$ cat config.mk
export PLATFORM = sky130hd
export DESIGN_NAME = fdp_pin_ctrl
export DESIGN_NICKNAME = d
export VERILOG_FILES = /design/src/fdp_pin_ctrl.v /design/src/fdp_sync.v
export VERILOG_INCLUDE_DIRS = /design/src /design/src/src
export SDC_FILE = /design/constraint.sdc
export NUM_CORES = 1
export LEC_CHECK = 0
export BUFFER_PORTS_ARGS = -buffer_cell sky130_fd_sc_hd__buf_2
export CORE_MARGIN = 3
export CORE_UTILIZATION = 53
export CTS_CLUSTER_SIZE = 40
export DETAILED_ROUTE_END_ITERATION = 10
export PLACE_DENSITY_LB_ADDON = 0.1
export SYNTH_ARGS = -nofsm -noshare
export SYNTH_HDL_FRONTEND = slang
export SYNTH_SLANG_ARGS = --single-unit
$ cat constraint.sdc
create_clock -name pclk -period 3 [get_ports pclk]
set_input_delay 0 -clock pclk [delete_from_list [all_inputs] [get_ports pclk]]
set_output_delay 0 -clock pclk [all_outputs]
set_load 0.1 [all_outputs]
$ cat src/fdp_consts.vh
// constants of the floppy drive pin control block: offsets, field
// positions, reset values and clock figures.
// assumes an APB slave with 32-bit data, one aligned word per register.
//
// Operation
// density select shows high rate (500K/1M) versus low rate (250K/300K).
// config bit 5 inverts or keeps density select polarity.
// during a seek, step direction active means inward, inactive outward.
// step direction held inactive while a read or write runs.
// two active-low decoded drive selects follow output register bits 0, 1.
// config bit 7 set encodes the two selects to address four drives.
// motor-0 pin as rate select may merge motor-0 into drive-0 select.
// motor-1 pin as aux port may merge motor-1 into drive-1 select.
// drive-1 select shares the density pin, only in dual serial mode.
// rate select output follows whichever rate register was written last.
// disk change input level is readable in the input register.
// mode command may reuse disk change as read gate diagnostic input.
// active-low DMA acknowledge enables write and read strobes as DMA.
// active-high DMA request tells the DMA controller a transfer is due.
// each DMA channel is assignable to floppy, serial or parallel port.
// strap sampled at power-up picks full infrared or dual serial default.
// logic runs from one input clock.
// after reset drive selects and DMA requests stay deasserted.
`ifndef FDP_CONSTS_VH
`define FDP_CONSTS_VH

// clock figures
`define FDP_DOC_CLK_HZ 48000000
`define FDP_PCLK_HZ 20000000

// register byte offsets
`define FDP_ADDR_W 5
`define FDP_OFS_DRV_OUT 5'h00
`define FDP_OFS_CFG 5'h04
`define FDP_OFS_DSR 5'h08
`define FDP_OFS_CCR 5'h0C
`define FDP_OFS_DIN 5'h10
`define FDP_OFS_MODE 5'h14
`define FDP_OFS_DMAMAP 5'h18

// output register fields
`define FDP_DRVO_SEL_LO 0
`define FDP_DRVO_EN 2
`define FDP_DRVO_MOTOR0 4
`define FDP_DRVO_MOTOR1 5

// configuration register fields
`define FDP_CFG_MERGE0 0
`define FDP_CFG_MERGE1 1
`define FDP_CFG_MOTOR0_RATE 2
`define FDP_CFG_MOTOR1_AUX 3
`define FDP_CFG_AUX_VAL 4
`define FDP_CFG_DENS_POL 5
`define FDP_CFG_DUAL 6
`define FDP_CFG_ENC 7

// input register and mode register fields
`define FDP_DIN_CHG 7
`define FDP_MODE_READ_GATE 0

// rate codes: 0=500K 1=300K 2=250K 3=1M
`define FDP_RATE_500K 2'h0
`define FDP_RATE_1M 2'h3

// DMA owner codes
`define FDP_OWN_FDC 2'h0
`define FDP_OWN_SER 2'h1
`define FDP_OWN_PAR 2'h2
`define FDP_OWN_NONE 2'h3

// reset values
`define FDP_DRVO_RST 8'h00
`define FDP_CFG_RST 8'h00
`define FDP_MODE_RST 8'h00
`define FDP_RATE_RST 2'h2
`define FDP_DMAMAP_RST 6'h3F

// strap counter value at capture; strap caught on the fourth edge after reset release (after the synchroniser)
`define FDP_STRAP_WAIT 2'h3

`endif

$ cat src/fdp_pin_ctrl.v
// floppy drive pin control: drive-side outputs, disk change input,
// DMA request/acknowledge routing and an APB register slave.
// assumes drive and DMA pins are asynchronous, core signals on pclk.
//
// Our own choices: the address map and register access over APB.
`timescale 1ns/100ps
`include "fdp_consts.vh"
module fdp_pin_ctrl
#(
   parameter NCH = 3
)
(
   input wire pclk,
   input wire presetn,
   input wire psel,
   input wire penable,
   input wire pwrite,
   input wire [31:0] paddr,
   input wire [31:0] pwdata,
   output reg [31:0] prdata,
   output reg pready,
   output reg pslverr,
   input wire fdc_seek_in,
   input wire fdc_rw_busy,
   input wire fdc_dma_req,
   input wire ser_dma_req,
   input wire par_dma_req,
   input wire mode_strap,
   input wire disk_change_in,
   input wire iowr_n,
   input wire iord_n,
   input wire [NCH-1:0] dack_n,
   output reg density_select,
   output reg step_dir,
   output reg [1:0] drive_select_n,
   output reg motor_on_0,
   output reg motor_on_1,
   output reg rate_select_out,
   output reg read_gate_diag,
   output reg [NCH-1:0] drq,
   output reg fdc_dack,
   output reg ser_dack,
   output reg par_dack,
   output reg fdc_dma_wr,
   output reg fdc_dma_rd,
   output reg full_infrared_mode
);

////////////////////////////////////////////////////////////////////////
// pin synchronisers

wire strap_s;
wire chg_s;
wire iowr_s;
wire iord_s;
wire [NCH-1:0] dack_s;

// single clock domain
fdp_sync #(.WIDTH(2), .RST_VAL(2'b00)) u_sync_lvl
(
   .pclk(pclk),
   .presetn(presetn),
   .d({mode_strap, disk_change_in}),
   .q({strap_s, chg_s})
);

// active-low pins idle high through reset
fdp_sync #(.WIDTH(NCH + 2), .RST_VAL({(NCH + 2){1'b1}})) u_sync_act
(
   .pclk(pclk),
   .presetn(presetn),
   .d({iowr_n, iord_n, dack_n}),
   .q({iowr_s, iord_s, dack_s})
);

////////////////////////////////////////////////////////////////////////
// registers

reg [7:0] drv_out_q;
reg [7:0] cfg_q;
reg [1:0] dsr_q;
reg [1:0] ccr_q;
reg [1:0] rate_q;
reg [7:0] mode_q;
reg [2*NCH-1:0] map_q;
reg [1:0] strap_cnt_q;
reg strap_done_q;

wire [`FDP_ADDR_W-1:0] addr = paddr[`FDP_ADDR_W-1:0];
wire wr_en = psel & penable & pready & pwrite;

// owner code of one DMA channel, used by request and ack routing
function [1:0] owner;
   input [2*NCH-1:0] map;
   input integer ch;
   begin
      owner = map[2*ch +: 2];
   end
endfunction

// decoded address is valid, used by the error path only; the read mux decodes by case
function hit;
   input [`FDP_ADDR_W-1:0] a;
   begin
      hit = (a == `FDP_OFS_DRV_OUT) || (a == `FDP_OFS_CFG) ||
         (a == `FDP_OFS_DSR) || (a == `FDP_OFS_CCR) ||
         (a == `FDP_OFS_DIN) || (a == `FDP_OFS_MODE) ||
         (a == `FDP_OFS_DMAMAP);
   end
endfunction

// register writes land only at the completing edge
always @(posedge pclk or negedge presetn)
begin
   if (!presetn)
   begin
      drv_out_q <= `FDP_DRVO_RST;
      cfg_q <= `FDP_CFG_RST;
      dsr_q <= `FDP_RATE_RST;
      ccr_q <= `FDP_RATE_RST;
      rate_q <= `FDP_RATE_RST;
      mode_q <= `FDP_MODE_RST;
      map_q <= `FDP_DMAMAP_RST;
      strap_cnt_q <= 2'h0;
      strap_done_q <= 1'b0;
   end
   else
   begin
      // strap caught once, after the synchroniser has settled
      if (!strap_done_q)
      begin
         strap_cnt_q <= strap_cnt_q + 2'h1;
         if (strap_cnt_q == `FDP_STRAP_WAIT)
         begin
            strap_done_q <= 1'b1;
            cfg_q[`FDP_CFG_DUAL] <= strap_s;
         end
      end
      if (wr_en && addr == `FDP_OFS_DRV_OUT)
         drv_out_q <= pwdata[7:0];
      if (wr_en && addr == `FDP_OFS_CFG)
         cfg_q <= pwdata[7:0];
      // either rate register updates the live rate
      if (wr_en && addr == `FDP_OFS_DSR)
      begin
         dsr_q <= pwdata[1:0];
         rate_q <= pwdata[1:0];
      end
      if (wr_en && addr == `FDP_OFS_CCR)
      begin
         ccr_q <= pwdata[1:0];
         rate_q <= pwdata[1:0];
      end
      if (wr_en && addr == `FDP_OFS_MODE)
         mode_q <= pwdata[7:0];
      if (wr_en && addr == `FDP_OFS_DMAMAP)
         map_q <= pwdata[2*NCH-1:0];
   end
end

////////////////////////////////////////////////////////////////////////
// APB answer: one wait state, pready and read data from flops

reg [31:0] rd_d;

// read mux; unmapped offsets read zero
always @*
begin
   rd_d = 32'h0000_0000;
   case (addr)
      `FDP_OFS_DRV_OUT: rd_d[7:0] = drv_out_q;
      `FDP_OFS_CFG: rd_d[7:0] = cfg_q;
      `FDP_OFS_DSR: rd_d[1:0] = dsr_q;
      `FDP_OFS_CCR: rd_d[1:0] = ccr_q;
      // live disk change level
      `FDP_OFS_DIN: rd_d[`FDP_DIN_CHG] = chg_s;
      `FDP_OFS_MODE: rd_d[7:0] = mode_q;
      `FDP_OFS_DMAMAP: rd_d[2*NCH-1:0] = map_q;
      default: rd_d = 32'h0000_0000;
   endcase
end

// pready rises one cycle into the access phase and drops after
always @(posedge pclk or negedge presetn)
begin
   if (!presetn)
   begin
      pready <= 1'b0;
      pslverr <= 1'b0;
      prdata <= 32'h0000_0000;
   end
   else if (psel && penable && !pready)
   begin
      pready <= 1'b1;
      pslverr <= ~hit(addr);
      prdata <= pwrite ? 32'h0000_0000 : rd_d;
   end
   else
   begin
      pready <= 1'b0;
      pslverr <= 1'b0;
   end
end

////////////////////////////////////////////////////////////////////////
// drive interface outputs

reg dens_hi;
reg sel0_act;
reg sel1_act;
reg [1:0] dsel_n;

// select decode, encode and motor merge
always @*
begin
   // 500K and 1M count as high density
   dens_hi = (rate_q == `FDP_RATE_500K) || (rate_q == `FDP_RATE_1M);
   sel0_act = drv_out_q[`FDP_DRVO_EN] && drv_out_q[1:0] == 2'h0;
   sel1_act = drv_out_q[`FDP_DRVO_EN] && drv_out_q[1:0] == 2'h1;
   // merge motor 0 only when its pin carries the rate
   if (cfg_q[`FDP_CFG_MOTOR0_RATE] && cfg_q[`FDP_CFG_MERGE0])
      sel0_act = sel0_act | drv_out_q[`FDP_DRVO_MOTOR0];
   // merge motor 1 only when its pin is the aux port
   if (cfg_q[`FDP_CFG_MOTOR1_AUX] && cfg_q[`FDP_CFG_MERGE1])
      sel1_act = sel1_act | drv_out_q[`FDP_DRVO_MOTOR1];
   // decoded, active low
   dsel_n = {~sel1_act, ~sel0_act};
   // encoded select for four drives
   if (cfg_q[`FDP_CFG_ENC])
      dsel_n = drv_out_q[`FDP_DRVO_EN] ? ~drv_out_q[1:0] : 2'b11;
end

// drive pins registered so every output starts from a flop
always @(posedge pclk or negedge presetn)
begin
   if (!presetn)
   begin
      density_select <= 1'b0;
      step_dir <= 1'b0;
      // selects idle until software enables them
      drive_select_n <= 2'b11;
      motor_on_0 <= 1'b0;
      motor_on_1 <= 1'b0;
      rate_select_out <= 1'b0;
      read_gate_diag <= 1'b0;
      full_infrared_mode <= 1'b1;
   end
   else
   begin
      full_infrared_mode <= ~cfg_q[`FDP_CFG_DUAL];
      // shared pin carries drive-1 select in dual serial mode
      if (cfg_q[`FDP_CFG_DUAL])
         density_select <= dsel_n[1];
      else
         // polarity by config bit 5
         density_select <= dens_hi ^ cfg_q[`FDP_CFG_DENS_POL];
      drive_select_n[0] <= dsel_n[0];
      // drive 1 select has no pin of its own outside dual serial
      drive_select_n[1] <= cfg_q[`FDP_CFG_DUAL] ? dsel_n[1] : 1'b1;
      // active steps inward
      // held inactive during read or write
      step_dir <= fdc_seek_in & ~fdc_rw_busy;
      // rate pin shows the last written rate
      rate_select_out <= rate_q[0];
      motor_on_0 <= cfg_q[`FDP_CFG_MOTOR0_RATE] ? rate_q[0]
         : drv_out_q[`FDP_DRVO_MOTOR0];
      motor_on_1 <= cfg_q[`FDP_CFG_MOTOR1_AUX] ? cfg_q[`FDP_CFG_AUX_VAL]
         : drv_out_q[`FDP_DRVO_MOTOR1];
      // disk change reused as read gate diagnostic
      read_gate_diag <= mode_q[`FDP_MODE_READ_GATE] & chg_s;
   end
end

////////////////////////////////////////////////////////////////////////
// DMA request and acknowledge routing

reg [NCH-1:0] ack_fdc;
reg [NCH-1:0] ack_ser;
reg [NCH-1:0] ack_par;
reg iowr_s2;
reg iord_s2;

genvar gi;
generate
   for (gi = 0; gi < NCH; gi = gi + 1)
   begin : g_ch
      // per-channel owner selects the request source
      // active-high request, R18: none owner after reset
      always @(posedge pclk or negedge presetn)
      begin
         if (!presetn)
            drq[gi] <= 1'b0;
         else
            case (owner(map_q, gi))
               `FDP_OWN_FDC: drq[gi] <= fdc_dma_req;
               `FDP_OWN_SER: drq[gi] <= ser_dma_req;
               `FDP_OWN_PAR: drq[gi] <= par_dma_req;
               default: drq[gi] <= 1'b0;
            endcase
      end
      // a low acknowledge belongs to the channel owner
      always @*
      begin
         ack_fdc[gi] = ~dack_s[gi] && owner(map_q, gi) == `FDP_OWN_FDC;
         ack_ser[gi] = ~dack_s[gi] && owner(map_q, gi) == `FDP_OWN_SER;
         ack_par[gi] = ~dack_s[gi] && owner(map_q, gi) == `FDP_OWN_PAR;
      end
   end
endgenerate

// strobes count as DMA transfers only under acknowledge
always @(posedge pclk or negedge presetn)
begin
   if (!presetn)
   begin
      fdc_dack <= 1'b0;
      ser_dack <= 1'b0;
      par_dack <= 1'b0;
      iowr_s2 <= 1'b1;
      iord_s2 <= 1'b1;
      fdc_dma_wr <= 1'b0;
      fdc_dma_rd <= 1'b0;
   end
   else
   begin
      fdc_dack <= |ack_fdc;
      ser_dack <= |ack_ser;
      par_dack <= |ack_par;
      iowr_s2 <= iowr_s;
      iord_s2 <= iord_s;
      // falling strobe edge gives one pulse per transfer
      fdc_dma_wr <= (|ack_fdc) & iowr_s2 & ~iowr_s;
      fdc_dma_rd <= (|ack_fdc) & iord_s2 & ~iord_s;
   end
end

endmodule

$ cat src/fdp_sync.v
// two-flop synchroniser for a vector of pin inputs.
// assumes inputs are asynchronous to pclk; RST_VAL is the idle pin level.
`timescale 1ns/100ps
module fdp_sync
#(
   parameter WIDTH = 1,
   parameter [WIDTH-1:0] RST_VAL = {WIDTH{1'b0}}
)
(
   input wire pclk,
   input wire presetn,
   input wire [WIDTH-1:0] d,
   output reg [WIDTH-1:0] q
);

reg [WIDTH-1:0] meta_q;

// first stage feeds only the second stage
always @(posedge pclk or negedge presetn)
begin
   if (!presetn)
   begin
      meta_q <= RST_VAL;
      q <= RST_VAL;
   end
   else
   begin
      meta_q <= d;
      q <= meta_q;
   end
end

endmodule

==> results of run 1 <==
[worst register-to-register path: stages, from the launching register on]
cell	delay (ns)
dfrtp_1	0.35
and4_1	0.29
nand3_1	0.16
nor3b_2	0.65
mux2_2	0.41
[sequential cells by signal (all words and copies together), names as in the netlist, 3 cells and up]
register / cells
prdata: 8
drv_out_q: 8
mode_q: 8
u_sync_act.q: 5
u_sync_act.meta_q: 5
map_q: 6
cfg_q: 8
drq: 3
[cell usage after synthesis, types with 3 or more instances]
| cell type | instances |
|---|---|
| nor3b_1 | 4 |
| buf_4 | 24 |
| a21oi_1 | 8 |
| mux2_2 | 38 |
| nor2_1 | 11 |
| nand2_1 | 9 |
| nor2b_1 | 6 |
| o22a_1 | 4 |
| buf_2 | 3 |
| dfrtp_1 | 58 |
| o21ai_0 | 9 |
| nand3b_1 | 3 |
| nand4b_1 | 3 |
| clkbuf_1 | 3 |
| inv_1 | 7 |
| xnor2_1 | 3 |
| nand3_1 | 3 |
| dfstp_2 | 24 |
| a22oi_1 | 5 |
| mux2i_1 | 10 |
| nor3_1 | 6 |
[power by group through the flow]
| stage | Clock, mW | Combinational, mW | Sequential [mW] |
|---|---|---|---|
| after floorplan | 0 | 0.210 | 1.27 |
| after global placement | 0 | 0.337 | 1.19 |
| after detailed placement | 0 | 0.338 | 1.19 |
| after CTS | 0.941 | 0.363 | 1.17 |
| after global routing | 0.985 | 0.382 | 1.17 |
| final | 0.917 | 0.362 | 1.17 |
[what timing repair did]
item,in CTS,in global routing
hold buffers,25,0
gates resized for setup,0,0
endpoints found under the hold margin,99,0
[layer usage]
layer	GRT usage, %	up-vias
met5	0	-
met1	26.3	1076
met2	28.4	69
met3	3.41	10
met4	8.79	0
li1	-	1069
[worst max path at each step]
stage                     startpoint           end  slack [ns]
final                       paddr[4]  drv_out_q[2]        0.87
after global routing        paddr[4]  drv_out_q[6]        0.83
after CTS                   paddr[4]  drv_out_q[4]        0.91
after detailed placement      pready     mode_q[3]        1.03
after global placement        pready     mode_q[0]        1.04
after floorplan               pready     mode_q[0]        0.61
[cells in the final DEF (no fill, tap or decap), types with 2 or more instances in the layout]
cell type and instances:
or4_1 2, dlygate4sd3_1 25, a31oi_1 2, mux4_2 2, buf_2 55, xnor2_1 3, o31ai_1 2, nor3b_1 4
nor2_1 11, a22oi_1 5, o22a_1 4, nor2b_1 6, dfstp_2 24, a21oi_1 8, bufinv_16 2, inv_6 3
o21ai_0 9, nand3_1 3, nand4b_1 3, nand2b_1 2, inv_1 7, conb_1 24, nand3b_1 3, nand2_1 9
dfrtp_1 58, mux2i_1 10, mux2_2 38, nor3_1 6, clkbuf_8 10
[kinds of logic (layout without fill, tap and decap cells)]
logic type      count (synthesis)  count (layout)
buf+inv                        39             104
fa+ha+maj                       1               1
xor+xnor                        4               4
compound gates                 37              37
simple gates                   55              55
mux                            50              50
flops                          82              82
other cells                     1              24
[final cells by class]
cell class	count	area, µm²	area share, %
well taps	77	96.3	2.27
flip-flops and latches	82	2080	49.0
repair buffers	81	533	12.6
clock buffers	10	138	3.24
clock inverters	6	95.1	2.24
multi-input cells	171	1270	30.0
inverters	7	26.3	0.619
==> results.yml, run 1 <==
clocking:
  clock-sinks: 82
  cts_tree: "done"
  clock_latency_ns: 0.35
  cts-htree-levels: 3
  cts.path.max_buffers: 2
  clk_pin_slew_ns: 0.08
  cts_setup_buffers: 0
  cts_buffers: 9
  cts-root-buf: "clkbuf_8"
global_routing:
  grt_usage_pct: 18.8
  first_global_vias: 2157
  grt_max_degree: 83
  grt.overflow.total: 0
  grt_pass1_wl_um: 10700
  antenna_found_initial: 0
synthesis:
  yosys.area_share.simple_pct: 9.19
  postSynthCellCount: 269
  synth_top_family_by_area: "multiplexers"
  yosys-top-cells-area: "dfrtp_1 (41%), dfstp_2 (18%), mux2_2 (12%)"
  synth-edff-count: 0
  synth_top_area_share_pct: 41.3
  synth_cell_types: 44
  synth_largest_area_cell: "dfrtp_1"
  syn_area_mm2: 0.00351
  synth-xor-area-share_pct: 0.998
  synth.avg_cell_area_um2: 13.1
  seq_area_frac_synth_pct: 59.3
  yosysWarnings: 0
  async_flop_share_pct: 100
  synthFlopType: "dfrtp_1"
  muxShareOfSynthArea_pct: 16.3
  synth_fa_ha_area_share_pct: 0.356
  synth-compound-area-share_pct: 6.88
  ys_seq_elements: 82
routing:
  totalWireLength_um: 6650
  m1WireLength_um: 3180
  via_per_inst: 5.12
  drcViolationCount: 0
  wl_met3_um: 338
  wl_per_cell_um: 15.3
  drt_first_pass_iters: 4
  wl_met2_um: 3010
  route.vias.total: 2224
  top_layer_used: "met4"
  drtIter0Drc: 105
  final_antenna_net_count: 0
setup_path:
  r2r-start: "pready"
  worst_path_max_delay_cell: "or4_1"
  endpoint_kind: "flip-flop"
  reg2regPathDepth: 4
  critical-path-top-delay-family: "simple AND/OR/NAND/NOR gates"
  cp.arrival_ns: 2.36
  critical_path.max_fanout: 12
  start_kind: "primary input"
  regToRegEndpoint: "mode_q[0]"
  worstPathCellList: "dlygate4sd3_1 -> buf_2 -> or4_1 -> nor3b_4 -> mux2_2"
  r2r_setup_slack_ns: 1.03
  crit_buf_inv: 2
  critPathKind: "primary input to flip-flop"
  critical-path-max-stage-delay_ns: 0.71
  crit_required_ns: 3.23
  cp.depth: 5
sta:
  fmax_mhz: 470
  slew_headroom_pct: 33.7
  timing.setup.tns_ns: 0
  rsz0062_at_grt: "no"
  holdWs_ns: 0.0466
  slew_viol_final: 0
  setup_ws_ns: 0.872
  min_period_ns: 2.13
  fin_skew_ns: 0.00864
  hold_violations: 0
  tightest_slew_ns: 0.995
  setup_viol: 0
  fin_crit_sh_pct: 70.9
worst_hold_path:
  hold_path_end: "ccr_q[0]"
  holdCritPathClass: "primary input to flip-flop"
  holdPathStages: 2
  hp-start: "pwdata[0]"
floorplanning:
  core-area_mm2: 0.00639
  rows: 29
  fp.dieArea_mm2: 0.00764
  die_width_um: 87.4
  initial_core_util_pct: 55.0
  num_io_pins: 132
  dieHeight_um: 87.4
pwr:
  pwr_density_cell_mw_per_mm2: 577
  p_clk_share_pct: 37.5
  switching_share_pct: 29.6
  total_power_mw: 2.45
  comb_power_share_pct: 14.8
  p_sw_uw: 724
  seqPwrFrac_pct: 47.7
  ir_worst_vdd_mv: 0.383
  power.leakage_nw: 2.04
  internal_power_mw: 1.72
run_status:
  outcome: "finished, final reports clean"
finish:
  n_antenna_cell: 0
  layout.nets: 434
  syn2layout_area_growth_pct: 20.9
  final_util_pct: 66.5
  stdcell_count: 434
  nFillCells: 502
  fin_area_mm2: 0.00425
  layout-drive-gt1-share_pct: 39.2
place:
  placed_area_mm2: 0.00376
  post-dp-hpwl_um: 4350
  routabilityCongestion: 0.782
  io_buffers: 56
  pre_cts_slack_ns: 1.03
  placed_cells: 393
run:
  maxCapViolations: 0
(Power assumes the default switching activity.)
==> run 2: changes to the inputs <==
--- a/config.mk
+++ b/config.mk
@@ -8,7 +8,7 @@
 export LEC_CHECK = 0
 export BUFFER_PORTS_ARGS = -buffer_cell sky130_fd_sc_hd__buf_2
 export CORE_MARGIN = 3
-export CORE_UTILIZATION = 53
+export CORE_UTILIZATION = 49
 export CTS_CLUSTER_SIZE = 40
 export DETAILED_ROUTE_END_ITERATION = 10
 export PLACE_DENSITY_LB_ADDON = 0.1
==> constraint.sdc (replaced) <==
create_clock -name pclk -period 2.1 [get_ports pclk]
set_input_delay 0 -clock pclk [delete_from_list [all_inputs] [get_ports pclk]]
set_output_delay 0 -clock pclk [all_outputs]
set_load 0.1 [all_outputs]
==> results.yml, run 2 (synthesized netlist as in run 1, its figures left out) <==
run_status:
  outcome: "finished, final reports clean"
sta:
  setup_viol: 0
  fmax_mhz: 515
  rsz0062_at_grt: "no"
  tightest_slew_ns: 0.510
  slew_headroom_pct: 66.0
  hold_violations: 0
  fin_skew_ns: 0.0150
  min_period_ns: 1.94
  slew_viol_final: 0
  fin_crit_sh_pct: 92.5
  timing.setup.tns_ns: 0
pwr:
  ir_worst_vdd_mv: 0.470
  power.leakage_nw: 2.04
  pwr_density_cell_mw_per_mm2: 785
routing:
  wl_met2_um: 2990
  final_antenna_net_count: 0
  top_layer_used: "met4"
  wl_per_cell_um: 14.7
  drtIter0Drc: 96
  drcViolationCount: 0
  via_per_inst: 4.80
  drt_first_pass_iters: 4
  m1WireLength_um: 3280
  route.vias.total: 2195
  wl_met3_um: 382
  totalWireLength_um: 6710
clocking:
  cts_buffers: 9
  cts_tree: "done"
  cts-root-buf: "clkbuf_8"
  cts-htree-levels: 3
  cts_resized: 0
  cts.path.max_buffers: 2
  clk_pin_slew_ns: 0.08
  cts_setup_buffers: 0
  clock-sinks: 82
  clock_latency_ns: 0.35
finish:
  mostFrequentLayoutCells: "dfrtp_1 (57), buf_2 (55), mux2_2 (38)"
  final_common_cell: "dfrtp_1"
  layout-drive-gt1-share_pct: 40.7
  layout.nets: 438
  syn2layout_area_growth_pct: 22.0
  n_antenna_cell: 0
  stdcell_count: 457
  nFillCells: 561
global_routing:
  grt_usage_pct: 17.6
  antenna_found_initial: 0
  grt_max_degree: 44
  first_global_vias: 2242
  grt.overflow.total: 0
  grt_pass1_wl_um: 11300
setup_path:
  cp.arrival_ns: 2.18
  reg2regPathDepth: 5
  r2r_setup_slack_ns: 0.35
  critical_path.max_fanout: 12
  critPathKind: "primary input to flip-flop"
  start_kind: "primary input"
  r2r-start: "pready"
  endpoint_kind: "flip-flop"
  crit_required_ns: 2.34
  regToRegEndpoint: "mode_q[0]"
floorplanning:
  core-area_mm2: 0.00687
  rows: 30
  dieHeight_um: 90.7
  initial_core_util_pct: 51.1
  die_width_um: 90.7
  fp.dieArea_mm2: 0.00822
  num_io_pins: 132
worst_hold_path:
  holdPathStages: 3
  hold_path_end: "pslverr"
  hp-start: "paddr[0]"
  holdCritPathClass: "primary input to flip-flop"
place:
  post-dp-hpwl_um: 4610
  placed_cells: 418
  io_buffers: 56
  routabilityCongestion: 0.737
run:
  maxCapViolations: 0
## run 2: cell types whose count changed in the layout (fill, tap and decap cells not counted), sizes merged
cell,previous run,this run
buf,56,62
bufinv,2,1
clkinv,1,0
clkinvlp,0,2
dlygate4sd3,25,23
## run 2: how the worst max path moves through the flow
stage                     startpoint            to  slack, ns  depth (start not counted)
after floorplan               pready     mode_q[0]      0.002                          5
after global placement        pready     mode_q[0]       0.34                          5
after detailed placement      pready     mode_q[0]       0.32                          5
after CTS                   paddr[4]  drv_out_q[3]       0.17                          6
after global routing        paddr[4]  drv_out_q[3]       0.10                          6
final                       paddr[4]  drv_out_q[0]       0.16                          6
## run 2: repair_timing
item | in CTS | in global routing
hold buffers | 23 | 0
hold endpoints to repair | 80 | 0
endpoints found under the setup margin | 0 | 0
## run 2: per-layer routing
| metal | vias to the layer above | GRT usage [%] |
|---|---|---|
| li1 | 1077 | - |
| met1 | 1044 | 24.8 |
| met2 | 67 | 26.2 |
| met3 | 7 | 5.83 |
| met4 | 0 | 4.59 |
| met5 | - | 0 |
## run 2: final cells by class
type | count | area, µm² | area share, %
Sequential cell | 82 | 2080 | 48.6
Multi-Input combinational cell | 171 | 1270 | 29.8
Timing Repair Buffer | 85 | 571 | 13.3
Clock buffer | 10 | 138 | 3.21
Tap cell | 96 | 120 | 2.80
Clock inverter | 6 | 71.3 | 1.66
Inverter | 7 | 26.3 | 0.613
## run 2: stage by stage
step	total power [mW]	area [µm²]	utilization [%]	hold slack (ns)	setup WS (ns)
after global routing	3.51	4280	62.4	0.0166	0.101
final	3.36	4280	62.4	0.0196	0.157
after detailed placement	2.19	3840	56.0	0.00338	0.321
after CTS	3.41	4280	62.4	0.00209	0.165
after global placement	2.19	3840	56.0	0.00979	0.344
after floorplan	2.11	3600	-	-0.296	0.00219
## run 2: power by group
part | leakage [nW] | switching [mW] | internal, mW
registers | 1.02 | 0.0283 | 1.64
clock network | 0.0999 | 0.580 | 0.594
logic | 0.924 | 0.414 | 0.108
total | 2.04 | 1.02 | 2.34
## run 2: worst max-delay path, cell delays in order
cell and delay (ns):
dlygate4sd3_1 0.53, buf_2 0.19, or4_1 0.69, nor3b_4 0.21, buf_4 0.21, mux2_2 0.35
